<file path="src/rtl/fdh_pkg.sv">
// Package for the fixed drive host port: register selects, attachment
// control bit layout, FIFO sizing and the board-level select window.
// Assumes a single mclk domain at 10 MHz shared by both ends.
package fdh_pkg;
   // -----------------------------------------------------------------
   // Register selects (low address nibble)
   // -----------------------------------------------------------------
   localparam logic [3:0] FDH_SEL_DATA    = 4'h0;   // Data stream port
   localparam logic [3:0] FDH_SEL_STATUS  = 4'h1;   // Controller status
   localparam logic [3:0] FDH_SEL_ATTCTL  = 4'h2;   // Attachment control
   localparam logic [3:0] FDH_SEL_INTSTAT = 4'h3;   // Interrupt status
   // -----------------------------------------------------------------
   // Attachment control bits
   // -----------------------------------------------------------------
   localparam int FDH_ACB_DMA_EN = 0;
   localparam int FDH_ACB_IRQ_EN = 1;
   localparam logic [7:0] FDH_ATTCTL_RST = 8'h00;
   // Status bits
   localparam int FDH_STB_DATA_AVAIL = 0;
   localparam int FDH_STB_FIFO_FULL  = 1;
   localparam int FDH_STB_IRQ        = 2;
   // -----------------------------------------------------------------
   // Sizing and decode
   // -----------------------------------------------------------------
   localparam int FDH_DATA_W = 8;
   localparam int FDH_FIFO_DEPTH = 8;
   localparam logic [15:0] FDH_BASE_HI = 16'h0032;  // A19..A4 window
   localparam int FDH_WAIT_CYC = 2;                 // Wait states per access
   localparam int FDH_GAP_CYC = 4;                  // Host idle cycles between strobes
   localparam logic [7:0] FDH_ZERO8 = 8'h00;
endpackage

</file>
<file path="src/rtl/fdh_bus_if.sv">
// Interface carrying the I/O bus pins between host and fixed drive port.
// Assumes each end reads the other's data lines directly, with no shared bus to resolve.
`timescale 1ns/1ps
interface fdh_bus_if;
   logic [3:0] addr;       // Low address nibble
   logic [7:0] d_host;     // Data driven by host
   logic       d_host_oe;  // Host drives data
   logic [7:0] d_dev;      // Data driven by device
   logic       d_dev_oe;   // Device drives data
   logic       ior_n;
   logic       iow_n;
   logic       cs_n;
   logic       reset_drv;
   logic       irq;
   logic       drq;
   logic       dack_n;
   logic       chrdy;
   logic       installed_n;
   modport dev (
      input  addr, d_host, d_host_oe, ior_n, iow_n, cs_n, reset_drv, dack_n,
      output d_dev, d_dev_oe, irq, drq, chrdy, installed_n
   );
   modport host (
      input  d_dev, d_dev_oe, irq, drq, chrdy, installed_n,
      output addr, d_host, d_host_oe, ior_n, iow_n, cs_n, reset_drv, dack_n
   );
endinterface

</file>
<file path="src/rtl/fdh_fifo.sv">
// Synchronous FIFO with valid/ready on both sides.
// Assumes one clock; write and read may occur in the same cycle.
`timescale 1ns/1ps
module fdh_fifo #(
   parameter int WIDTH = 8,
   parameter int DEPTH = 8
) (
   input  wire logic             mclk,
   input  wire logic             rstn,
   input  wire logic             ce,
   input  wire logic [WIDTH-1:0] in_data,
   input  wire logic             in_valid,
   output logic                  in_ready,
   output logic      [WIDTH-1:0] out_data,
   output logic                  out_valid,
   input  wire logic             out_ready
);
   localparam int AW = $clog2(DEPTH);
   logic [WIDTH-1:0] mem [DEPTH];
   logic [AW-1:0]    wp;
   logic [AW-1:0]    rp;
   logic [AW:0]      cnt;
   logic             push;
   logic             pop;

   // Honest full and empty from the occupancy count
   assign in_ready  = (cnt < (AW+1)'(DEPTH));   // Full only at DEPTH entries
   assign out_valid = (cnt != '0);
   assign out_data  = mem[rp];
   assign push      = ce && in_valid && in_ready;
   assign pop       = ce && out_valid && out_ready;

   // Storage
   always_ff @(posedge mclk)
   begin
      if (push)
         mem[wp] <= in_data;
   end

   // Pointers and count
   always_ff @(posedge mclk or negedge rstn)
   begin
      if (!rstn)
      begin
         wp  <= '0;
         rp  <= '0;
         cnt <= '0;
      end
      else
      begin
         if (push)
            wp <= (wp == AW'(DEPTH-1)) ? '0 : wp + 1'b1;
         if (pop)
            rp <= (rp == AW'(DEPTH-1)) ? '0 : rp + 1'b1;
         if (push && !pop)
            cnt <= cnt + 1'b1;
         else if (pop && !push)
            cnt <= cnt - 1'b1;
      end
   end
endmodule // fdh_fifo

</file>
<file path="src/rtl/fdh_dev.sv">
// Fixed drive controller host port: register access by low address,
// wait-state insertion, IRQ and DMA request gated by attachment control.
// Assumes strobes arrive from pins and are synchronised here; the user
// side supplies drive data into a FIFO and receives written bytes.
`timescale 1ns/1ps
// What this block and fdh_host do
// - Low four address bits pick the register
// - Eight-bit bidirectional positive-logic data bus
// - Read strobe with select drives register data
// - Write strobe with select captures bus data
// - Reset holds; initialise after reset release
// - Raise interrupt after status becomes available
// - Interrupt only when attachment control enables
// - Drop channel ready to add wait states
// - DMA request held until acknowledge active
// - DMA request gated by attachment enable
// - Host acknowledges DMA only when requested
// - Board select decodes window 032x
// - Board select needs decode enable
// - Presence output held low when installed
module fdh_dev
   import fdh_pkg::*;
#(
   parameter int FIFO_DEPTH = FDH_FIFO_DEPTH
) (
   input  wire logic       mclk,
   input  wire logic       rstn,
   input  wire logic       ce,
   fdh_bus_if.dev          bus,
   input  wire logic [7:0] usr_rd_data,
   input  wire logic       usr_rd_valid,
   output logic            usr_rd_ready,
   input  wire logic       usr_status_set,
   output logic [7:0]      usr_wr_data,
   output logic            usr_wr_valid,
   output logic [7:0]      usr_attctl
);
   typedef enum logic [1:0] {FDH_IDLE, FDH_WAIT, FDH_HOLD} fdh_acc_e;

   // -----------------------------------------------------------------
   // Pin synchronisers: three stages, accept when stages 2 and 3 agree
   // -----------------------------------------------------------------
   logic [2:0] s_ior, s_iow, s_cs, s_rst, s_dack;
   logic       ior_f, iow_f, cs_f, rst_f, dack_f;

   always_ff @(posedge mclk or negedge rstn)
   begin
      if (!rstn)
      begin
         s_ior  <= 3'b111;
         s_iow  <= 3'b111;
         s_cs   <= 3'b111;
         s_dack <= 3'b111;
         s_rst  <= 3'b000;
      end
      else if (ce)
      begin
         s_ior  <= {s_ior[1:0], bus.ior_n};
         s_iow  <= {s_iow[1:0], bus.iow_n};
         s_cs   <= {s_cs[1:0], bus.cs_n};
         s_dack <= {s_dack[1:0], bus.dack_n};
         s_rst  <= {s_rst[1:0], bus.reset_drv};
      end
   end

   // Filtered levels change only on agreement of the late stages
   always_ff @(posedge mclk or negedge rstn)
   begin
      if (!rstn)
      begin
         ior_f  <= 1'b1;
         iow_f  <= 1'b1;
         cs_f   <= 1'b1;
         dack_f <= 1'b1;
         rst_f  <= 1'b0;
      end
      else if (ce)
      begin
         if (s_ior[1] == s_ior[2])   ior_f  <= s_ior[2];
         if (s_iow[1] == s_iow[2])   iow_f  <= s_iow[2];
         if (s_cs[1] == s_cs[2])     cs_f   <= s_cs[2];
         if (s_dack[1] == s_dack[2]) dack_f <= s_dack[2];
         if (s_rst[1] == s_rst[2])   rst_f  <= s_rst[2];
      end
   end

   // -----------------------------------------------------------------
   // Read data FIFO
   // -----------------------------------------------------------------
   logic [7:0] fq_data;
   logic       fq_valid;
   logic       fq_pop;

   fdh_fifo #(.WIDTH(FDH_DATA_W), .DEPTH(FIFO_DEPTH)) u_fifo (
      .mclk      (mclk),
      .rstn      (rstn),
      .ce        (ce && !rst_f),
      .in_data   (usr_rd_data),
      .in_valid  (usr_rd_valid),
      .in_ready  (usr_rd_ready),
      .out_data  (fq_data),
      .out_valid (fq_valid),
      .out_ready (fq_pop)
   );

   // -----------------------------------------------------------------
   // Access sequencer
   // -----------------------------------------------------------------
   fdh_acc_e   st;
   logic [1:0] wcnt;
   logic       rd_act, wr_act;
   logic       irq_pend;
   logic [3:0] asel;

   // A read of the data port via DMA or I/O is a cycle too
   assign rd_act = (!ior_f && !cs_f) || (!ior_f && !dack_f);
   assign wr_act = (!iow_f && !cs_f) || (!iow_f && !dack_f);
   assign asel   = dack_f ? bus.addr : FDH_SEL_DATA;
   assign fq_pop = ce && !rst_f && (st == FDH_WAIT) && (wcnt == '0) && rd_act
                   && (asel == FDH_SEL_DATA);

   // Wait states are counted before the cycle completes
   always_ff @(posedge mclk or negedge rstn)
   begin
      if (!rstn)
      begin
         st   <= FDH_IDLE;
         wcnt <= '0;
      end
      else if (ce)
      begin
         if (rst_f)
            st <= FDH_IDLE;
         else
            case (st)
               FDH_IDLE:
                  if (rd_act || wr_act)
                  begin
                     st   <= FDH_WAIT;
                     wcnt <= 2'(FDH_WAIT_CYC - 1);
                  end
               FDH_WAIT:
                  if (wcnt == '0)
                     st <= FDH_HOLD;
                  else
                     wcnt <= wcnt - 1'b1;
               FDH_HOLD:
                  if (!rd_act && !wr_act)
                     st <= FDH_IDLE;
               default: st <= FDH_IDLE;
            endcase
      end
   end

   // Channel ready low while counting wait states
   always_ff @(posedge mclk or negedge rstn)
   begin
      if (!rstn)
         bus.chrdy <= 1'b1;
      else if (ce)
         bus.chrdy <= rst_f || !((st == FDH_IDLE && (rd_act || wr_act))
                      || (st == FDH_WAIT && wcnt != '0));
   end

   // Register writes and write stream out
   always_ff @(posedge mclk or negedge rstn)
   begin
      if (!rstn)
      begin
         usr_attctl   <= FDH_ATTCTL_RST;
         usr_wr_data  <= FDH_ZERO8;
         usr_wr_valid <= 1'b0;
      end
      else if (ce)
      begin
         usr_wr_valid <= 1'b0;
         if (rst_f)
            usr_attctl <= FDH_ATTCTL_RST;
         else if (st == FDH_WAIT && wcnt == '0 && wr_act && bus.d_host_oe)
         begin
            if (asel == FDH_SEL_ATTCTL)
               usr_attctl <= bus.d_host;
            else if (asel == FDH_SEL_DATA)
            begin
               usr_wr_data  <= bus.d_host;
               usr_wr_valid <= 1'b1;
            end
         end
      end
   end

   // Interrupt pending: status set wins over a clearing status read
   always_ff @(posedge mclk or negedge rstn)
   begin
      if (!rstn)
         irq_pend <= 1'b0;
      else if (ce)
      begin
         if (rst_f)
            irq_pend <= 1'b0;
         else if (usr_status_set)
            irq_pend <= 1'b1;
         else if (st == FDH_WAIT && wcnt == '0 && rd_act && asel == FDH_SEL_INTSTAT)
            irq_pend <= 1'b0;
      end
   end

   // Read data path onto the bus
   always_ff @(posedge mclk or negedge rstn)
   begin
      if (!rstn)
      begin
         bus.d_dev    <= FDH_ZERO8;
         bus.d_dev_oe <= 1'b0;
      end
      else if (ce)
      begin
         bus.d_dev_oe <= rd_act && !rst_f;
         if (st == FDH_WAIT && wcnt == '0 && rd_act)
            case (asel)
               FDH_SEL_DATA:    bus.d_dev <= fq_data;
               FDH_SEL_STATUS:  bus.d_dev <= {5'b0, irq_pend, !usr_rd_ready, fq_valid};
               FDH_SEL_ATTCTL:  bus.d_dev <= usr_attctl;
               FDH_SEL_INTSTAT: bus.d_dev <= {7'b0, irq_pend};
               default:         bus.d_dev <= FDH_ZERO8;
            endcase
      end
   end

   // Request lines: IRQ gated by enable, DRQ dropped on acknowledge
   always_ff @(posedge mclk or negedge rstn)
   begin
      if (!rstn)
      begin
         bus.irq <= 1'b0;
         bus.drq <= 1'b0;
      end
      else if (ce)
      begin
         bus.irq <= !rst_f && irq_pend && usr_attctl[FDH_ACB_IRQ_EN];
         bus.drq <= !rst_f && fq_valid && dack_f
                    && usr_attctl[FDH_ACB_DMA_EN];
      end
   end

   // Presence is a static active-low level
   always_ff @(posedge mclk or negedge rstn)
   begin
      if (!rstn)
         bus.installed_n <= 1'b0;
      else if (ce)
         bus.installed_n <= 1'b0;
   end
endmodule // fdh_dev

</file>
<file path="src/flat_wrapper.sv">
// flat-port wrapper written by rule: the top's interface ports become plain ports
module fdh_dev_flat import fdh_pkg::*;
#(
   parameter int FIFO_DEPTH = FDH_FIFO_DEPTH
)
  (mclk, rstn, ce, usr_rd_data, usr_rd_valid, usr_rd_ready, usr_status_set, usr_wr_data, usr_wr_valid, usr_attctl, bus_addr, bus_d_host, bus_d_host_oe, bus_ior_n, bus_iow_n, bus_cs_n, bus_reset_drv, bus_dack_n, bus_d_dev, bus_d_dev_oe, bus_irq, bus_drq, bus_chrdy, bus_installed_n);
  fdh_bus_if bus_i ();
  input  wire logic mclk;
  input  wire logic rstn;
  input  wire logic ce;
  input  wire logic [7:0] usr_rd_data;
  input  wire logic usr_rd_valid;
  output logic usr_rd_ready;
  input  wire logic usr_status_set;
  output logic [7:0] usr_wr_data;
  output logic usr_wr_valid;
  output logic [7:0] usr_attctl;
  input wire logic [$bits(bus_i.addr)-1:0] bus_addr;
  input wire logic [$bits(bus_i.d_host)-1:0] bus_d_host;
  input wire logic [$bits(bus_i.d_host_oe)-1:0] bus_d_host_oe;
  input wire logic [$bits(bus_i.ior_n)-1:0] bus_ior_n;
  input wire logic [$bits(bus_i.iow_n)-1:0] bus_iow_n;
  input wire logic [$bits(bus_i.cs_n)-1:0] bus_cs_n;
  input wire logic [$bits(bus_i.reset_drv)-1:0] bus_reset_drv;
  input wire logic [$bits(bus_i.dack_n)-1:0] bus_dack_n;
  output wire logic [$bits(bus_i.d_dev)-1:0] bus_d_dev;
  output wire logic [$bits(bus_i.d_dev_oe)-1:0] bus_d_dev_oe;
  output wire logic [$bits(bus_i.irq)-1:0] bus_irq;
  output wire logic [$bits(bus_i.drq)-1:0] bus_drq;
  output wire logic [$bits(bus_i.chrdy)-1:0] bus_chrdy;
  output wire logic [$bits(bus_i.installed_n)-1:0] bus_installed_n;
  assign bus_i.addr = bus_addr;
  assign bus_i.d_host = bus_d_host;
  assign bus_i.d_host_oe = bus_d_host_oe;
  assign bus_i.ior_n = bus_ior_n;
  assign bus_i.iow_n = bus_iow_n;
  assign bus_i.cs_n = bus_cs_n;
  assign bus_i.reset_drv = bus_reset_drv;
  assign bus_i.dack_n = bus_dack_n;
  assign bus_d_dev = bus_i.d_dev;
  assign bus_d_dev_oe = bus_i.d_dev_oe;
  assign bus_irq = bus_i.irq;
  assign bus_drq = bus_i.drq;
  assign bus_chrdy = bus_i.chrdy;
  assign bus_installed_n = bus_i.installed_n;
  fdh_dev #(.FIFO_DEPTH(FIFO_DEPTH)) u_core (.mclk(mclk), .rstn(rstn), .ce(ce), .bus(bus_i), .usr_rd_data(usr_rd_data), .usr_rd_valid(usr_rd_valid), .usr_rd_ready(usr_rd_ready), .usr_status_set(usr_status_set), .usr_wr_data(usr_wr_data), .usr_wr_valid(usr_wr_valid), .usr_attctl(usr_attctl));
endmodule
</file>
<file path="config.mk">
export PLATFORM = sky130hd
export DESIGN_NAME = fdh_dev_flat
export DESIGN_NICKNAME = d
export VERILOG_FILES = /design/src/rtl/fdh_pkg.sv /design/src/rtl/fdh_bus_if.sv /design/src/rtl/fdh_fifo.sv /design/src/rtl/fdh_dev.sv /design/src/flat_wrapper.sv
export SDC_FILE = /design/constraint.sdc
export NUM_CORES = 1
export LEC_CHECK = 0
export BUFFER_PORTS_ARGS = -buffer_cell sky130_fd_sc_hd__buf_2
export CORE_MARGIN = 2
export CORE_UTILIZATION = 45
export DETAILED_ROUTE_END_ITERATION = 8
export PLACE_DENSITY = 0.69
export SLEW_MARGIN = 20
export SYNTH_ARGS = -nofsm -noshare
export SYNTH_HDL_FRONTEND = slang
export SYNTH_SLANG_ARGS = --single-unit
</file>
<file path="constraint.sdc">
create_clock -name mclk -period 3.6 [get_ports mclk]
set_input_delay 0.72 -clock mclk [delete_from_list [all_inputs] [get_ports mclk]]
set_output_delay 0.72 -clock mclk [all_outputs]
set_load 0.02 [all_outputs]
</file>
## After elaboration in Yosys (flattened, before gate mapping)

Memory sizes are Yosys's and may differ from the RTL's.
Index checks and enable logic that the tools add are counted.

| operators by class | value |
|---|---|
| reduce and logical (&&, ||, !) cells | 66 |
| equality and inequality tests | 17 |
| bitwise operators | 2 |
| muxes and demuxes | 25 |
| add/sub/neg operators | 5 |
| $lt $le $gt $ge | 1 |

Operators by type and width:

| operator | count |
|---|---|
| case mux 8 bit (4 select lines) | 1 |
| logical AND 1 bit | 29 |
| two-way mux 8 bit | 3 |
| AND reduction 2 bit | 7 |
| two-way mux 4 bit | 3 |
| zero test 1 bit | 11 |
| two-way mux 2 bit | 5 |
| AND reduction 5 bit | 2 |
| nonzero test 2 bit | 5 |
| two-way mux 1 bit | 9 |
| equality test 4 x 2 -> 1 bit (second input constant) | 2 |
| adder 3 x 1 -> 3 bit (second input constant) | 2 |
| equality test 3 bit (second input constant) | 2 |
| two-way mux 3 bit | 2 |
| != test 3 x 1 -> 1 bit (second input constant) | 2 |
| case mux 2 bit (3 select lines) | 1 |
| equality test 1 bit | 5 |
| logical OR 1 bit | 5 |
| adder 4 x 1 -> 4 bit (second input constant) | 1 |
| equality test 4 x 1 -> 1 bit (second input constant) | 1 |
| zero test 2 bit | 2 |
| zero test 4 bit | 1 |
| less-than comparator 4 bit (second input constant) | 1 |
| case mux 2 bit (2 select lines) | 1 |
| other kinds (12) | 13 |

| storage, ports and cells | value |
|---|---|
| register bits | 64 |
| input bits | 31 |
| memories kept | 1 |
| bits in writable memories | 64 |

Memory list:

| name | depth | bits a word | rd ports | clocked after Yosys merged registers in | wr ports | RTL line | source |
|---|---|---|---|---|---|---|---|
| u_core.u_fifo.mem | 8 | 8 | 1 | 0 | 1 | fdh_fifo.sv:19 | `logic [WIDTH-1:0] mem [DEPTH];` |

## Longest topological paths before layout

| depth | value |
|---|---|
| depth in word-level cells | 10 |
| gate-level depth with buffers | 14 |
| mapped depth without buffers | 13 |

## Hierarchy

From an unflattened synthesis, not the netlist that was laid out.

| unflattened totals | value |
|---|---|
| cells, all modules | 372 |
| area total of the unflattened synthesis | 5529.1 sq um |

By module, submodules not included:

| module | cells each | area an instance (sq um) | sequential area each (sq um) | instances |
|---|---|---|---|---|
| fdh_fifo | 163 | 3090.5 | 2172.1 | 1 |
| fdh_dev | 209 | 2438.6 | 1372.6 | 1 |

## Worst setup path before layout

No wires, ideal clock.

| path | value |
|---|---|
| path type | input-to-reg |
| start | input port bus_addr[0] |
| end | register u_core.u_fifo.cnt[3] |
| setup slack | 0.625 ns |
| stages | 10 |
| buffers on the path | 0 |
| arrival time | 2.839 ns |
| cell sequence | o41ai_4 -> nand3_1 -> nor3_2 -> inv_1 -> ha_1 -> inv_1 -> ha_1 -> a21o_1 -> a2111oi_0 -> o31ai_1 |

| between the ends | value |
|---|---|
| longest elaborated chain between the ends | 7 |

RTL lines:

| what | RTL line | source |
|---|---|---|
| start, declared | flat_wrapper.sv:18 | `input wire logic [$bits(bus_i.addr)-1:0] bus_addr;` |
| two-way mux 4 bit (*) | fdh_dev.sv:118 | `assign asel = dack_f ? bus.addr : FDH_SEL_DATA;` |
| zero test 4 bit (*) | fdh_dev.sv:120 | `&& (asel == FDH_SEL_DATA);` |
| logical AND 1 bit (*) | fdh_dev.sv:120 |  |
| logical AND 1 bit (*) | fdh_fifo.sv:31 | `assign pop = ce && out_valid && out_ready;` |
| zero test 1 bit | fdh_fifo.sv:55 | `if (push && !pop)` |
| logical AND 1 bit | fdh_fifo.sv:55 |  |
| two-way mux 4 bit / nonzero test 2 bit (equally long branches) | -- |  |
| end signal, assigned | fdh_fifo.sv:56 | `cnt <= cnt + 1'b1;` |
| end signal, assigned | fdh_fifo.sv:58 | `cnt <= cnt - 1'b1;` |
| end, declared | fdh_fifo.sv:22 | `logic [AW:0] cnt;` |

Every way passes the cells marked *; elsewhere a longest branch is shown, timed or not.
A chain may end at the register's enable or synchronous reset.

## Final worst setup path

| path | value |
|---|---|
| start | register u_core.wcnt[0] |
| end | register u_core.u_fifo.cnt[3] |

| between the ends | value |
|---|---|
| longest elaborated chain between the ends | 8 |

RTL lines:

| what | RTL line | source |
|---|---|---|
| start, declared | fdh_dev.sv:110 | `logic [1:0] wcnt;` |
| start signal, assigned | fdh_dev.sv:140 | `wcnt <= 2'(FDH_WAIT_CYC - 1);` |
| start signal, assigned | fdh_dev.sv:146 | `wcnt <= wcnt - 1'b1;` |
| zero test 2 bit (*) | fdh_dev.sv:119 | `assign fq_pop = ce && !rst_f && (st == FDH_WAIT) && (wcnt == '0) && rd_act` |
| logical AND 1 bit (*) (2 in series) | fdh_dev.sv:119 |  |
| logical AND 1 bit (*) | fdh_dev.sv:120 |  |
| logical AND 1 bit (*) | fdh_fifo.sv:31 |  |
| zero test 1 bit | fdh_fifo.sv:55 |  |
| logical AND 1 bit | fdh_fifo.sv:55 |  |
| two-way mux 4 bit / nonzero test 2 bit (equally long branches) | -- |  |

Marked as above.

==> impl_metrics.sql <==
INSERT INTO impl_metrics (metric_group, metric, value, unit) VALUES
('cells_and_area', 'mostFrequentLayoutCell', 'sky130_fd_sc_hd__edfxtp_1', ''),
('cells_and_area', 'layout.cells.most_common_list', 'sky130_fd_sc_hd__edfxtp_1, sky130_fd_sc_hd__buf_2, sky130_fd_sc_hd__dfrtp_1', ''),
('timing', 'min_period_over_period', '0.8581', ''),
('yosys', 'share_of_synthesized_area_occupied_by_flip_flops_and_latches', '0.6553', ''),
('die', 'top_level_ports', '62', ''),
('global_routing', 'global_route_wire_length_before_repair', '17.46', 'mm'),
('cells_and_area', 'seqCellArea', '3546', 'um^2'),
('timing', 'timing_worst_slew_pin_value', '0.8974', 'ns'),
('detailed_routing', 'route.antenna.remaining_nets', '0', ''),
('clock_network', 'post_cts_hold_buffer_count', '0', ''),
('yosys', 'synth-async-reset-ratio', '0.5000', ''),
('timing', 'timing_hold_violations_final', '0', ''),
('clock_network', 'cts_root_buffer', 'sky130_fd_sc_hd__clkbuf_16', ''),
('detailed_routing', 'drtPass1Iterations', '5', ''),
('global_routing', 'grt_total_usage', '0.1843', ''),
('global_routing', 'grt_start_max_net_pins', '42', ''),
('yosys', 'synth_top_area_frac', '0.3553', ''),
('job', 'timing.max_cap.violations', '0', ''),
('yosys', 'synth.cell_area', '5409', 'um^2'),
('die', 'die_height', '113.6', 'um'),
('setup_path', 'timing.setup.critical_path_class', 'reg -> reg', ''),
('clock_network', 'tritoncts.num_buffers', '17', ''),
('place', 'place_hpwl', '7.530', 'mm'),
('cells_and_area', 'filler_cell_count', '952', ''),
('timing', 'fmaxAchievable', '0.3237', 'GHz'),
('clock_network', 'cts_setup_buffers', '0', ''),
('clock_network', 'tritoncts', 'built', ''),
('status', 'run_status', 'complete, no violations', ''),
('timing', 'final-setup-viol-count', '0', ''),
('global_routing', 'antenna_violations_before_repair', '1', ''),
('place', 'dpl_cell_area', '5899', 'um^2'),
('yosys', 'synthCells', '357', ''),
('die', 'effective_utilization_at_floorplan', '0.4560', ''),
('clock_network', 'cts_buffer_depth', '2', ''),
('timing', 'layout_setup_ws', '0.5107', 'ns'),
('cells_and_area', 'n_antenna_cell', '0', ''),
('die', 'floorplan.die.width', '113.6', 'um'),
('hold_path', 'hold_path.class', 'in -> async', ''),
('clock_network', 'htree_levels', '4', ''),
('yosys', 'synth.area.top_cells', 'sky130_fd_sc_hd__edfxtp_1, sky130_fd_sc_hd__dfrtp_1, sky130_fd_sc_hd__dfstp_2', ''),
('die', 'rows', '40', ''),
('place', 'buffer_ports.inserted', '60', ''),
('setup_path', 'start_kind', 'flip-flop', ''),
('timing', 'maxSlewHeadroom', '0.4017', ''),
('detailed_routing', 'wl', '10.78', 'mm'),
('die', 'core_area', '11860', 'um^2'),
('clock_network', 'clkSlewWorstSetupHoldPaths', '0.06', 'ns'),
('yosys', 'synth.distinct_cells', '48', ''),
('setup_path', 'cp_data_required_time', '3.88', 'ns'),
('detailed_routing', 'post_drt_via_cell_ratio', '5.483', ''),
('yosys', 'synth.yosys.warnings', '0', ''),
('die', 'design.die.area', '12910', 'um^2'),
('detailed_routing', 'num_vias', '3235', ''),
('place', 'preCtsSetupSlack', '0.1524', 'ns'),
('cells_and_area', 'layout-drive-gt1-share', '0.3837', ''),
('yosys', 'synth_top_area_cell', 'sky130_fd_sc_hd__edfxtp_1', ''),
('cells_and_area', 'area.growth.synth_to_final', '20.40', '%'),
('setup_path', 'timing.critical_path.to_type', 'flip-flop', ''),
('timing', 'grt_setup_unrepaired', 'false', ''),
('yosys', 'ys_ff_latch', '128', ''),
('detailed_routing', 'drc_errors', '0', ''),
('timing', 'final.setup_skew', '0.01435', 'ns'),
('global_routing', 'grt_pass1_vias', '3358', ''),
('yosys', 'postSynthAreaPerCell', '15.15', 'um^2'),
('yosys', 'postSynthNetCount', '397', ''),
('power', 'leakage', '2.611', 'nW'),
('cells_and_area', 'final_nets', '470', ''),
('power', 'vdd_drop_max', '0.0004192', 'V'),
('detailed_routing', 'detailedRoute.firstIterationViolations', '260', ''),
('power', 'power_density', '757.8', 'nW/um^2'),
('cells_and_area', 'multiInputGateArea', '1735', 'um^2');
## worst max-delay path, stage by stage (launching register included)
cell	delay, ns
sky130_fd_sc_hd__dfrtp_1	0.35
sky130_fd_sc_hd__inv_1	0.09
sky130_fd_sc_hd__ha_1	0.19
sky130_fd_sc_hd__and3b_1	0.32
sky130_fd_sc_hd__nand3_1	0.13
sky130_fd_sc_hd__nor3_2	0.36
sky130_fd_sc_hd__inv_1	0.08
sky130_fd_sc_hd__ha_1	0.23
sky130_fd_sc_hd__inv_1	0.16
sky130_fd_sc_hd__ha_1	0.26
sky130_fd_sc_hd__a21o_1	0.20
sky130_fd_sc_hd__a2111oi_0	0.42
sky130_fd_sc_hd__o31ai_1	0.14
## flip-flops by register name, summed over array words and instances (netlist names), 4 cells and up
register and cells:
u_core.u_fifo.cnt 4, u_core.usr_wr_data 8, u_core.bus.d_dev 8, u_core.usr_attctl 8, u_core.u_fifo.mem 64
## metal layers
layer / share of wire / global-route usage / up-vias
met5: 0.0010 / 0 / -
met4: 0.021 / 0.08374 / 2
met3: 0.038 / 0.06429 / 19
met2: 0.52 / 0.3062 / 82
met1: 0.42 / 0.2173 / 1633
li1: - / - / 1499
## cell families after synthesis
| family | synth area share |
|---|---|
| muxes | 0.1457 |
| buffers and inverters | 0.02383 |
| and+or+nand+nor | 0.07749 |
| xor gates and xnor gates | 0.003239 |
| DFF | 0.6553 |
| other | 0.0006933 |
| AOI/OAI and AO/OA | 0.07148 |
| adders and majority gates | 0.02221 |
## where the power goes
part / switching [W] / internal, W / total, W
Clock: 0.000634 / 0.00109 / 0.00172
Combinational: 0.000540 / 0.000548 / 0.00109
Sequential: 0.000307 / 0.00182 / 0.00212
## path summary, 6_finish.rpt
check / startpoint / to / slack [ns] / cells past startpoint
setup / recovery: u_core.wcnt[0] / u_core.u_fifo.cnt[3] / 0.51 / 12
hold / removal: rstn / u_core.s_rst[2] / 0.42 / 1
setup reg to reg: u_core.wcnt[0] / u_core.u_fifo.cnt[3] / 0.51 / 12
hold reg to reg: u_core.wcnt[1] / u_core.wcnt[1] / 0.49 / 2
max in group asynchronous: rstn / u_core.ior_f / 2.24 / 2
min in group mclk: u_core.wcnt[1] / u_core.wcnt[1] / 0.49 / 2
## metrics by stage
| stage | hold slack (ns) | utilization | cells | power, W |
|---|---|---|---|---|
| after floorplan | 0.4244 | - | 357 | 0.002878 |
| after global placement | 0.4689 | 0.4974 | 558 | 0.003194 |
| after detailed placement | 0.4800 | 0.4974 | 558 | 0.003252 |
| after CTS | 0.4369 | 0.5489 | 590 | 0.004997 |
| after global routing | 0.4826 | 0.5491 | 590 | 0.005202 |
| final | 0.4199 | 0.5491 | 590 | 0.004935 |
## synthesized netlist by cell type (all sizes together), types with 2 or more instances
| master | n |
|---|---|
| mux2 | 30 |
| nand2b | 9 |
| a221o | 2 |
| clkbuf | 6 |
| a22o | 3 |
| ha | 8 |
| a21oi | 13 |
| edfxtp | 64 |
| mux2i | 9 |
| o211ai | 6 |
| nand2 | 19 |
| nand3 | 13 |
| buf | 13 |
| and3 | 4 |
| dfstp | 17 |
| a32o | 8 |
| nor2b | 7 |
| nor3 | 6 |
| dfrtp | 47 |
| inv | 10 |
| nor2 | 16 |
| o31ai | 2 |
| nor3b | 2 |
| o21ai | 10 |
| mux4 | 16 |
| xnor2 | 2 |
## layout make-up
type / count / share of cell area
Clock buffer: 22 / 0.07935
Clock inverter: 10 / 0.01460
Inverter: 10 / 0.005764
Multi-Input combinational cell: 200 / 0.2665
Sequential cell: 128 / 0.5445
Tap cell: 147 / 0.02824
Timing Repair Buffer: 73 / 0.06110
Note: power is estimated with default switching activity, not from simulation.
